## config.mk

```make
export PLATFORM = sky130hd
export DESIGN_NAME = power_save_clock_gating
export DESIGN_NICKNAME = d
export VERILOG_FILES = /design/src/pkg/power_save_pkg.sv /design/src/hw/doze_divider.sv /design/src/hw/power_save_clock_gating.sv
export VERILOG_INCLUDE_DIRS = /design/src /design/src/pkg
export SDC_FILE = /design/constraint.sdc
export NUM_CORES = 1
export LEC_CHECK = 0
export BUFFER_PORTS_ARGS = -buffer_cell sky130_fd_sc_hd__buf_2
export CAP_MARGIN = 10
export CORE_MARGIN = 2
export CORE_UTILIZATION = 51
export CTS_CLUSTER_DIAMETER = 150
export DETAILED_ROUTE_END_ITERATION = 10
export PLACE_DENSITY = 0.83
export SLEW_MARGIN = 40
export SYNTH_ARGS = -nofsm -noshare
export SYNTH_HDL_FRONTEND = slang
export SYNTH_SLANG_ARGS = --single-unit
```

## constraint.sdc

```tcl
create_clock -name clk_sys -period 2.8 [get_ports clk_sys]
set_input_delay 0.42 -clock clk_sys [delete_from_list [all_inputs] [get_ports clk_sys]]
set_output_delay 0.42 -clock clk_sys [all_outputs]
set_load 0.005 [all_outputs]
```

## src/pkg/power_save_defs.svh

```systemverilog
`ifndef POWER_SAVE_DEFS_SVH
`define POWER_SAVE_DEFS_SVH

// Register word offsets (byte addresses on the Avalon bus)
`define OFS_CLOCK_DIVIDER 4'h0
`define OFS_GATE_ONE 4'h4
`define OFS_STATUS 4'h8
`define OFS_POWER_CTRL 4'hC

// Clock divider register fields
`define DIV_ROI_BIT 15
`define DIV_RATIO_HI 14
`define DIV_RATIO_LO 12
`define DIV_DOZE_BIT 11
`define DIV_WRITE_MASK 16'hF800
`define DIV_RESET 16'h0000

// Gate register: bits 10-9 unimplemented
`define GATE_IMPL_MASK 16'hF9FF
`define GATE_RESET 16'h0000

// Power control command codes in the low bits
`define CMD_SLEEP 2'h1
`define CMD_IDLE 2'h2

// Gate change delay in instruction cycles
`define GATE_DELAY_CYC 1

`endif

```

## src/pkg/power_save_pkg.sv

```systemverilog
package power_save_pkg;
	typedef enum logic [1:0] {
		PS_RUN,
		PS_SLEEP,
		PS_IDLE
	} ps_state_t;

	// Wake sources, grouped
	typedef struct packed {
		logic irq;
		logic watchdogTimeout;
		logic devReset;
	} wake_src_t;

	// Clock enables and the watchdog clear that leave the block
	typedef struct packed {
		logic sysClkSrcEn;
		logic cpuClkEn;
		logic periphClkEn;
		logic lprcEn;
		logic failMonEn;
		logic watchdogClear;
	} clk_ctrl_t;
endpackage

```

## src/hw/doze_divider.sv

```systemverilog
`timescale 1ns/1ps
`include "power_save_defs.svh"
module doze_divider
	import power_save_pkg::*;
#(
	parameter int RATIO_W = 3
) (
	// Clock and reset
	input wire logic clk_sys,
	input wire logic rst_n,
	// Control
	input wire logic dozeOn,
	input wire logic [RATIO_W-1:0] ratio,
	// Output tick
	output logic tick
);
	logic [7:0] cnt_reg;
	logic [7:0] cnt_next;
	logic [7:0] lastCount;
	logic wrapNow;

	// Divisor 2**ratio, count to divisor-1
	assign lastCount = 8'(({1'b0, 8'h01} << ratio) - 9'h001);
	assign wrapNow = (cnt_reg >= lastCount);
	assign cnt_next = (!dozeOn || wrapNow) ? 8'h00 : 8'(cnt_reg + 8'h01);
	// One CPU tick per divisor cycles; free-running 1:1 outside doze
	always_ff @(posedge clk_sys or negedge rst_n) begin
		if (!rst_n) begin
			cnt_reg <= 8'h00;
			tick <= 1'b1;
		end else begin
			cnt_reg <= cnt_next;
			tick <= !dozeOn || wrapNow;
		end
	end
endmodule

```

## src/hw/power_save_clock_gating.sv

```systemverilog
// Notes on behaviour
// - Sleep operand stops clocks and execution
// - Idle operand stops CPU, peripherals run
// - Wake on enabled irq, reset, watchdog
// - Sleep shuts down system clock source
// - Clock-fail monitor off during sleep
// - Sleep keeps RC running if watchdog on
// - Watchdog cleared entering sleep or idle
// - Sleep disables system-clocked peripherals
// - Wake from sleep keeps same source
// - Idle keeps source, gated peripherals stop
// - Idle keeps RC if watchdog/monitor on
// - Idle wake restores CPU clock immediately
// - Coincident interrupt deferred until entry
// - Doze slows only CPU clock
// - Doze enable at divider bit 11
// - Ratio bits 14:12, default 1:1
// - Bit 15 lets interrupt end doze
// - Gate bit stops peripheral clocks
// - Gated peripheral registers ignore access
// - Enabled only if ungated and present
// - Gate change takes one instruction cycle
// - Gate register bit map
//
// Local design decisions: the placing of the registers and the Avalon-MM register port.
`timescale 1ns/1ps
`include "power_save_defs.svh"
module power_save_clock_gating
	import power_save_pkg::*;
#(
	parameter logic [15:0] PRESENT_MASK = 16'hF9FF
) (
	// Clock and reset
	input wire logic clk_sys,
	input wire logic rst_n,
	// Avalon-MM slave
	input wire logic [3:0] address,
	input wire logic read,
	input wire logic write,
	input wire logic [31:0] writedata,
	input wire logic [3:0] byteenable,
	output logic [31:0] readdata,
	output logic waitrequest,
	// CPU power-save instruction
	input wire logic saveReq,
	input wire logic saveIsSleep,
	// Wake sources and enables, from other logic on clk_sys
	input wire wake_src_t wakeSrc,
	input wire logic watchdogEnabled,
	input wire logic failMonEnabled,
	// Clock controls
	output clk_ctrl_t clkCtrl,
	output logic cpuTick,
	output logic [15:0] periphEnable,
	output logic [15:0] periphRegAccessOk
);
	ps_state_t state_reg;
	ps_state_t state_next;
	logic [15:0] div_reg;
	logic [15:0] gate_reg;
	logic [15:0] gateDly_reg;
	logic [15:0] gateWrite;
	logic [15:0] divWrite;
	logic doze_reg;
	logic pendIrq_reg;
	logic ack_reg;
	logic [31:0] rdMux;
	logic selDiv;
	logic selGate;
	logic selStat;
	logic selCtrl;
	logic access;
	logic wrDiv;
	logic wrGate;
	logic wrCtrl;
	logic wakeAny;
	logic enterSleep;
	logic enterIdle;
	logic divTick;
	logic rawTick;
	logic [1:0] swCmd;
	logic wrTake;
	logic nextRun;
	logic nextSleep;
	logic sysSrcNext;
	logic cpuEnNext;
	logic periphClkNext;
	logic failMonNext;
	logic lprcNext;
	logic wdClearNext;
	logic [15:0] periphEnNext;
	logic [15:0] accessOkNext;
	logic [31:0] statusWord;

	// Address decode; unmapped reads give zero, writes are dropped
	assign selDiv = (address == `OFS_CLOCK_DIVIDER);
	assign selGate = (address == `OFS_GATE_ONE);
	assign selStat = (address == `OFS_STATUS);
	assign selCtrl = (address == `OFS_POWER_CTRL);
	assign access = (read || write) && !ack_reg;

	// Writes land on the acknowledge edge, where the master sees waitrequest low
	// Landing earlier would let a master that aborts still change state
	assign wrTake = write && ack_reg;
	assign wrDiv = wrTake && selDiv;
	assign wrGate = wrTake && selGate;
	// Command byte must be enabled, else a partial write could trigger sleep
	assign wrCtrl = wrTake && selCtrl && byteenable[0];

	// Byte-lane merge for 16-bit registers
	assign divWrite = {byteenable[1] ? writedata[15:8] : div_reg[15:8],
		byteenable[0] ? writedata[7:0] : div_reg[7:0]} & `DIV_WRITE_MASK;
	assign gateWrite = {byteenable[1] ? writedata[15:8] : gate_reg[15:8],
		byteenable[0] ? writedata[7:0] : gate_reg[7:0]} & `GATE_IMPL_MASK;

	// Status word: pending wake, doze, idle, sleep, peripheral 0 running
	assign statusWord = {27'h0000000, pendIrq_reg, doze_reg, (state_reg == PS_IDLE),
		(state_reg == PS_SLEEP), periphEnable[0]};

	// Read select; upper half of every register reads zero
	assign rdMux = selDiv ? {16'h0000, div_reg} :
		selGate ? {16'h0000, gate_reg} :
		selStat ? statusWord :
		32'h00000000;

	// Software command or CPU pin may request power save
	assign swCmd = writedata[1:0];
	assign enterSleep = state_reg == PS_RUN &&
		((saveReq && saveIsSleep) || (wrCtrl && swCmd == `CMD_SLEEP));
	assign enterIdle = state_reg == PS_RUN &&
		((saveReq && !saveIsSleep) || (wrCtrl && swCmd == `CMD_IDLE));

	// Any enabled interrupt, reset or watchdog time-out wakes
	assign wakeAny = wakeSrc.irq || wakeSrc.watchdogTimeout || wakeSrc.devReset;

	// Mode sequencer; entry always completes before a wake is honoured
	// Requests made outside run are ignored, so a late command cannot stack
	always_comb begin
		state_next = state_reg;
		case (state_reg)
			PS_RUN: begin
				if (enterSleep) begin
					state_next = PS_SLEEP;
				end else if (enterIdle) begin
					state_next = PS_IDLE;
				end
			end
			PS_SLEEP, PS_IDLE: begin
				if (wakeAny || pendIrq_reg) begin
					state_next = PS_RUN;
				end
			end
			default: begin
				state_next = PS_RUN;
			end
		endcase
	end

	always_ff @(posedge clk_sys or negedge rst_n) begin
		if (!rst_n) begin
			state_reg <= PS_RUN;
		end else begin
			state_reg <= state_next;
		end
	end

	// Interrupt coinciding with entry is held, then wakes next cycle
	always_ff @(posedge clk_sys or negedge rst_n) begin
		if (!rst_n) begin
			pendIrq_reg <= 1'b0;
		end else if (enterSleep || enterIdle) begin
			pendIrq_reg <= wakeAny;
		end else begin
			pendIrq_reg <= 1'b0;
		end
	end

	// Bus handshake: one wait cycle then acknowledge
	// Read data is captured on the take edge and stands on the acknowledge edge
	// The set ack blocks a second take, giving one idle cycle between accesses
	always_ff @(posedge clk_sys or negedge rst_n) begin
		if (!rst_n) begin
			ack_reg <= 1'b0;
			waitrequest <= 1'b1;
			readdata <= 32'h00000000;
		end else begin
			ack_reg <= access;
			waitrequest <= !access;
			if (access && read) begin
				readdata <= rdMux;
			end
		end
	end

	// Divider register; interrupt clears doze when return-on-interrupt set
	always_ff @(posedge clk_sys or negedge rst_n) begin
		if (!rst_n) begin
			div_reg <= `DIV_RESET;
		end else if (div_reg[`DIV_ROI_BIT] && wakeSrc.irq) begin
			div_reg[`DIV_DOZE_BIT] <= 1'b0;
		end else if (wrDiv) begin
			div_reg <= divWrite;
		end
	end

	always_ff @(posedge clk_sys or negedge rst_n) begin
		if (!rst_n) begin
			doze_reg <= 1'b0;
		end else begin
			doze_reg <= div_reg[`DIV_DOZE_BIT];
		end
	end

	// Gate register and its one-cycle delayed copy
	always_ff @(posedge clk_sys or negedge rst_n) begin
		if (!rst_n) begin
			gate_reg <= `GATE_RESET;
			gateDly_reg <= `GATE_RESET;
		end else begin
			if (wrGate) begin
				gate_reg <= gateWrite;
			end
			gateDly_reg <= gate_reg;
		end
	end

	// CPU tick divider; only CPU is slowed, peripherals stay full rate
	doze_divider #(
		.RATIO_W(3)
	) u_doze (
		.clk_sys(clk_sys),
		.rst_n(rst_n),
		.dozeOn(doze_reg),
		.ratio(div_reg[`DIV_RATIO_HI:`DIV_RATIO_LO]),
		.tick(rawTick)
	);

	// Mode of the coming cycle, shared by every clock enable and the CPU tick
	// Using the next state lets outputs switch on the entry edge itself
	assign nextRun = (state_next == PS_RUN);
	assign nextSleep = (state_next == PS_SLEEP);

	// CPU ticks only in run; doze thins them, peripherals are untouched
	assign divTick = rawTick && nextRun;

	// Source stays selected; only its enable drops in sleep
	assign sysSrcNext = !nextSleep;
	assign cpuEnNext = nextRun;
	assign periphClkNext = !nextSleep;

	// Monitor has nothing to watch once the source is stopped
	assign failMonNext = failMonEnabled && !nextSleep;

	// In sleep only the watchdog keeps the RC oscillator alive
	assign lprcNext = nextSleep ? watchdogEnabled :
		(watchdogEnabled || failMonEnabled);

	// One-cycle clear as sleep or idle is entered
	assign wdClearNext = watchdogEnabled && (enterSleep || enterIdle);

	// Present and ungated, and not starved by sleep; uses the delayed gate copy
	assign periphEnNext = ~gateDly_reg & PRESENT_MASK &
		{16{!nextSleep}};

	// Register access follows the gate and presence only, not sleep, so software can ungate in idle
	assign accessOkNext = ~gateDly_reg & PRESENT_MASK;

	// Clock controls, registered so no enable glitches downstream
	always_ff @(posedge clk_sys or negedge rst_n) begin
		if (!rst_n) begin
			clkCtrl <= '{sysClkSrcEn: 1'b1, cpuClkEn: 1'b1, periphClkEn: 1'b1,
				lprcEn: 1'b0, failMonEn: 1'b0, watchdogClear: 1'b0};
		end else begin
			clkCtrl <= '{sysClkSrcEn: sysSrcNext, cpuClkEn: cpuEnNext, periphClkEn: periphClkNext,
				lprcEn: lprcNext, failMonEn: failMonNext, watchdogClear: wdClearNext};
		end
	end

	// CPU tick; held low in reset so no instruction runs early
	always_ff @(posedge clk_sys or negedge rst_n) begin
		if (!rst_n) begin
			cpuTick <= 1'b0;
		end else begin
			cpuTick <= divTick;
		end
	end

	// Peripheral enables and register access, off until reset is released
	always_ff @(posedge clk_sys or negedge rst_n) begin
		if (!rst_n) begin
			periphEnable <= 16'h0000;
			periphRegAccessOk <= 16'h0000;
		end else begin
			periphEnable <= periphEnNext;
			periphRegAccessOk <= accessOkNext;
		end
	end
endmodule

```

Yosys cells after proc, flatten, opt, wreduce, memory -nomap -nowiden
Index checks and enable logic that the tools add are counted.
{"block": "word_totals", "ff_bits": 116, "latchBits": 0, "mem_bits_rw": 0, "mem_bits_ro": 0, "input_bits": 51, "output_inout_bits": 72, "wordCells": 90, "mem_count": 0}
{"block": "op_classes", "addsub": 2, "mul": 0, "n_div": 0, "n_lt_le_gt_ge": 1, "eq_ne": 8, "shifts": 1, "n_mux": 13, "bitwise_logic": 3, "reduce_logical": 41}
{"op": "16-bit 2-to-1 mux", "n": 2}
{"op": "1-bit logical AND", "n": 17}
{"op": "16-bit AND", "n": 1}
{"op": "16-bit NOT", "n": 1}
{"op": "12-bit 2-to-1 mux", "n": 1}
{"op": "1-bit logical OR", "n": 9}
{"op": "8-bit by 1-bit adder with 8-bit output, second input constant", "n": 1}
{"op": "4-bit == test, second input constant", "n": 2}
{"op": "8-bit greater-or-equal comparator", "n": 1}
{"op": "8-bit 2-to-1 mux", "n": 1}
{"op": "1-bit by 3-bit left shift with 8-bit output, first input constant", "n": 1}
{"op": "8-bit by 1-bit subtractor with 8-bit output, second input constant", "n": 1}
{"op": "2-bit by 1-bit == test with 1-bit output, second input constant", "n": 3}
{"op": "2-bit 2-to-1 mux", "n": 3}
{"op": "2-bit AND reduction", "n": 3}
{"op": "1-bit logical NOT", "n": 5}
{"op": "5-bit 2-to-1 mux", "n": 1}
{"op": "2-bit == test, second input constant", "n": 2}
{"op": "4-bit by 3-bit == test with 1-bit output, second input constant", "n": 1}
{"op": "2-bit logical NOT", "n": 2}
{"op": "4-bit logical NOT", "n": 1}
{"op": "4-bit 2-to-1 mux", "n": 1}
{"op": "2-bit case mux with 2 select lines", "n": 1}
{"op": "2-bit nonzero test", "n": 2}
{"op": "4 further kinds", "n": 6}

Depth between registers and ports, before layout
{"block": "depth", "word_depth": 12, "depth_mapped": 9, "ltp_nobuf": 7}

Cells and area by module
Synthesis repeated with hierarchy kept, for this count alone.
{"block": "unflattened", "cells_unflattened": 322, "hier_area_um2": 3911.3}
{"module": "power_save_clock_gating", "instances": 1, "cells_per_inst": 264, "area_per_inst_um2": 3321.9}
{"module": "doze_divider", "instances": 1, "cells_per_inst": 58, "area_per_inst_um2": 589.3}

Worst setup path after synthesis
Ideal clock, no wire load.
{"block": "synth_path", "path_kind": "register to register", "startpoint": "register div_reg[14]", "endpoint": "register u_doze.cnt_reg[2]", "arrival_time_ns": 1.900, "required_time_ns": 2.726, "slack_ns": 0.826, "stages_incl_launch_ff": 9, "path_cell_list": "dfrtp_1 clkbuf_1 or3_1 ha_1 nand2b_1 a21o_1 a211oi_1 o21ai_1 nor2_1"}
{"block": "synth_between", "elab_chain_len": 5}
{"item": "from (decl)", "line": "power_save_clock_gating.sv:59", "rtl": "logic [15:0] div_reg;"}
{"item": "from (signal assigned)", "line": "power_save_clock_gating.sv:198", "rtl": "div_reg <= `DIV_RESET;"}
{"item": "from (signal assigned)", "line": "power_save_clock_gating.sv:202", "rtl": "div_reg <= divWrite;"}
{"item": "1-bit by 3-bit left shift with 8-bit output", "line": "doze_divider.sv:23", "rtl": "assign lastCount = 8'(({1'b0, 8'h01} << ratio) - 9'h001);"}
{"item": "8-bit by 1-bit subtractor with 8-bit output", "line": "doze_divider.sv:23"}
{"item": "8-bit greater-or-equal comparator", "line": "doze_divider.sv:24", "rtl": "assign wrapNow = (cnt_reg >= lastCount);"}
{"item": "1-bit logical OR", "line": "doze_divider.sv:25", "rtl": "assign cnt_next = (!dozeOn || wrapNow) ? 8'h00 : 8'(cnt_reg + 8'h01);"}
{"item": "8-bit 2-to-1 mux", "line": "doze_divider.sv:25"}
{"item": "net u_doze.cnt_next[2]", "line": "doze_divider.sv:18", "rtl": "logic [7:0] cnt_next;"}
{"item": "to (signal assigned)", "line": "doze_divider.sv:32", "rtl": "cnt_reg <= cnt_next;"}
{"item": "to (decl)", "line": "doze_divider.sv:17", "rtl": "logic [7:0] cnt_reg;"}
The timed path passes the listed nets, and every way through them passes these cells.
A chain may end at the register's enable or synchronous reset.

Final worst setup path
{"block": "layout_path", "startpoint": "register div_reg[13]", "endpoint": "register u_doze.cnt_reg[5]"}
Same word-level chain as after synthesis.

==> impl_results.md <==
- Outcome: complete, no violations
- First-pass GRT wire length: 11770 um
- Busiest grt layer: met2
- Crit Path Class: reg -> reg
- Fmax: 0.4534 GHz
- Yosys top cell by area: dfrtp_1
- Sw Ratio: 28.21%
- Remaining DRCs: 0
- Number of global-route vias before repair: 2480
- Min-Delay Path Class: in -> async
- Starting Density: 53.35%
- Initial antenna violation count: 0
- GRT Residual Overflow: 0
- Switching power: 929.3 uW
- Die width: 91.58 um
- Clk root buf: clkbuf_8
- CTS hold repair buffers: 0
- Post-Synth XOR/XNOR Area: 1.344%
- Ports: 123
- Max-slew violations: 0
- Average cell area after synthesis: 12.15 um2
- Gpl congestion: 0.8276
- Tot Pwr: 3294 uW
- Worst-Margin Slew: 0.6026 ns
- Total Neg Setup Slack: 0 ns
- Adder-cell share of the synthesized area: 4.159%
- Die span in y: 91.58 um
- Largest family of logic cells by synthesized area: simple AND/OR/NAND/NOR gates
- Finish-stage setup viols: 0
- R2R cell count: 7
- Final core utilization: 61.94%
- Slowest Stage Delay on Critical Path: 0.47 ns
- Row Count: 31
- Largest cells by area after synthesis: dfrtp_1 59%, mux2_2 4.9%, buf_4 4.4%, ha_1 4.2%, nor2_1 2.9%
- Worst VDD drop: 0.0003342 V
- CP Launch Type: flip-flop
- Vias: 2557
- Crit. End Element: flip-flop
- M3 GR Usage: 3.734%
- Unrepaired setup endpoints after global routing: false
- Reg power frac: 53.5%
- Core Area: 0.007331 mm2
- Tot GR Track Use: 18.03%
- Mapped Cells: 322
- Register Area: 0.002407 mm2
- Multi-input gate area: 0.001279 mm2
- Placed cells: 497
- Clock slew at the register clock pins of the worst setup and hold paths: 0.09 ns
- Synth Area in Simple Gates: 11.84%
- Post-Layout Cell Count: 513
- Crit path max fanout: 9
- Delay-heaviest family, CP: simple AND/OR/NAND/NOR gates
- Critical path required time: 3.09 ns
- CTS tree: done
- P&R area growth vs syn: 16.09%
- Ratio of cells with drive above 1 in the final layout: 31.40%
- DRT iter0 DRCs: 114
- Worst r2r src: div_reg[13]
- Antenna cell count: 0
- Most common cell after layout, fill and taps aside: dfrtp_1
- Global-route track usage on met1: 23.40%
- CTS sink cnt: 96
- DRT antenna net count: 0
- Int Pwr: 2365 uW
- PD cells: 725.5 mW/mm2
- Num CTS Buffers: 9
- H-tree lvl count: 3
- Post-CTS setup repair buffer count: 0
- Skew-Pair Late Insertion Delay: 0.36 ns
- Tmin final: 2.206 ns
- Crit-path cells: or3_1 -> ha_1 -> nand2b_1 -> a21o_1 -> a211oi_1 -> o21ai_1 -> nor2_1
- Count of warnings emitted by yosys: 0
- Most frequent cells in the layout: 92 x dfrtp_1, 79 x buf_2, 30 x nor2_1
- Final hold violations: 0
- Clock skew: 0.006427 ns
- Post-synth cell types: 47
- Hold slack: 0.09112 ns
- CTS resizes: 0
- WL final: 7247 um
- Via density: 4.984
- Clk pwr share: 27.1%
- Synth top area share: 58.86%
- Lkg Pwr: 0.002172 uW
- Reg2reg setup slack: 0.59 ns
- Max Buffers Root-to-Sink: 2
- Met2 Use GR: 28.62%
- Main synth FF type: dfrtp_1
- DIE AREA: 0.008386 mm2
- Worst relative slew slack: 59.56%
- Slowest cell on crit path: dfrtp_1
- Post-synth EDFFs: 0
- Max cap viols: 0
- Sequential area share after synthesis: 61.55%
- Compound-Gate Fraction of Synth Area: 7.997%
- Post-synthesis mux area share: 5.150%
- Logic gate share of total power: 19.3%
- Drt pass-1 iters: 4
- Final nets: 473
- Critical path buffers and inverters: 0
- Routed WL per cell: 14.13 um
- FFs w/ async S/R, synth: 100.0%
- DP HPWL: 5206 um
- #FFs+latches synth: 96
- Final cycle utilization of the critical path: 78.78%
- Reg2reg end: u_doze.cnt_reg[5]
- I/O Buffers: 80
- Pin count of the biggest net entering global routing: 97
- Synthesized cell area: 0.003911 mm2
- Fill count: 603
- Data arrival, critical path: 2.49 ns
==> cell usage after synthesis, types with 2 or more instances <==
library cell and n:
a21oi_1 2, and2_1 3, nor3_1 2, nand3_1 9
mux2_2 17, nor2b_1 2, dfrtp_1 92, conb_1 2
nor2_1 30, buf_4 23, nand2_1 20, a211oi_1 2
o21ai_0 19, ha_1 13, a21o_1 3, xor2_1 5
and3_1 2, clkbuf_1 4, inv_1 24, nand2b_1 8
dfstp_2 4, a22oi_1 10, or3_1 2
==> power by group through the flow <==
stage	Combinational (uW)	Sequential, uW	Clock [uW]
2_1_floorplan	373	1790	0
3_3_place_gp	609	1780	0
5_1_grt	714	1790	985
6_report	637	1760	893
3_5_place_dp	639	1790	0
4_1_cts	643	1760	909
==> metal layers <==
layer,routed length [um],up-vias,part of all wire (%)
met5,0,-,0
met4,131,0,1.8
met3,416,11,5.7
met2,3651,92,50
met1,3047,1255,42
li1,-,1199,-
==> kinds of logic (layout without fill, tap and decap cells) <==
group,after synthesis,after routing
muxes,18,18
AOI/OAI and AO/OA,46,46
adders and majority gates,13,13
DFF,96,96
and+or+nand+nor,88,88
buffers and inverters,53,124
xor gates and xnor gates,6,6
other,2,23
==> layout make-up <==
class	count	area share [%]
repair buffers	84	9.810
clock inverters	6	1.488
clock buffers	10	2.811
flip-flops and latches	96	53.02
well taps	99	2.728
inverters	24	1.984
multi-input cells	194	28.16
==> worst max path at each step <==
stage / from / to / slack [ns] / cells past startpoint
after detailed placement: div_reg[13] / u_doze.cnt_reg[2] / 0.61 / 7
after CTS: div_reg[13] / u_doze.cnt_reg[5] / 0.57 / 7
final: div_reg[13] / u_doze.cnt_reg[5] / 0.59 / 7
after floorplan: div_reg[14] / u_doze.cnt_reg[2] / 0.83 / 8
after global placement: div_reg[13] / u_doze.cnt_reg[3] / 0.70 / 7
after global routing: div_reg[13] / u_doze.cnt_reg[2] / 0.41 / 7
==> through the flow <==
step / area [um2] / setup slack (ns)
global route: 4541 / 0.4067
CTS: 4541 / 0.5724
detailed placement: 4345 / 0.6106
floorplan: 3990 / 0.8257
finish: 4541 / 0.5942
global placement: 4345 / 0.6982
(Power assumes the default switching activity.)
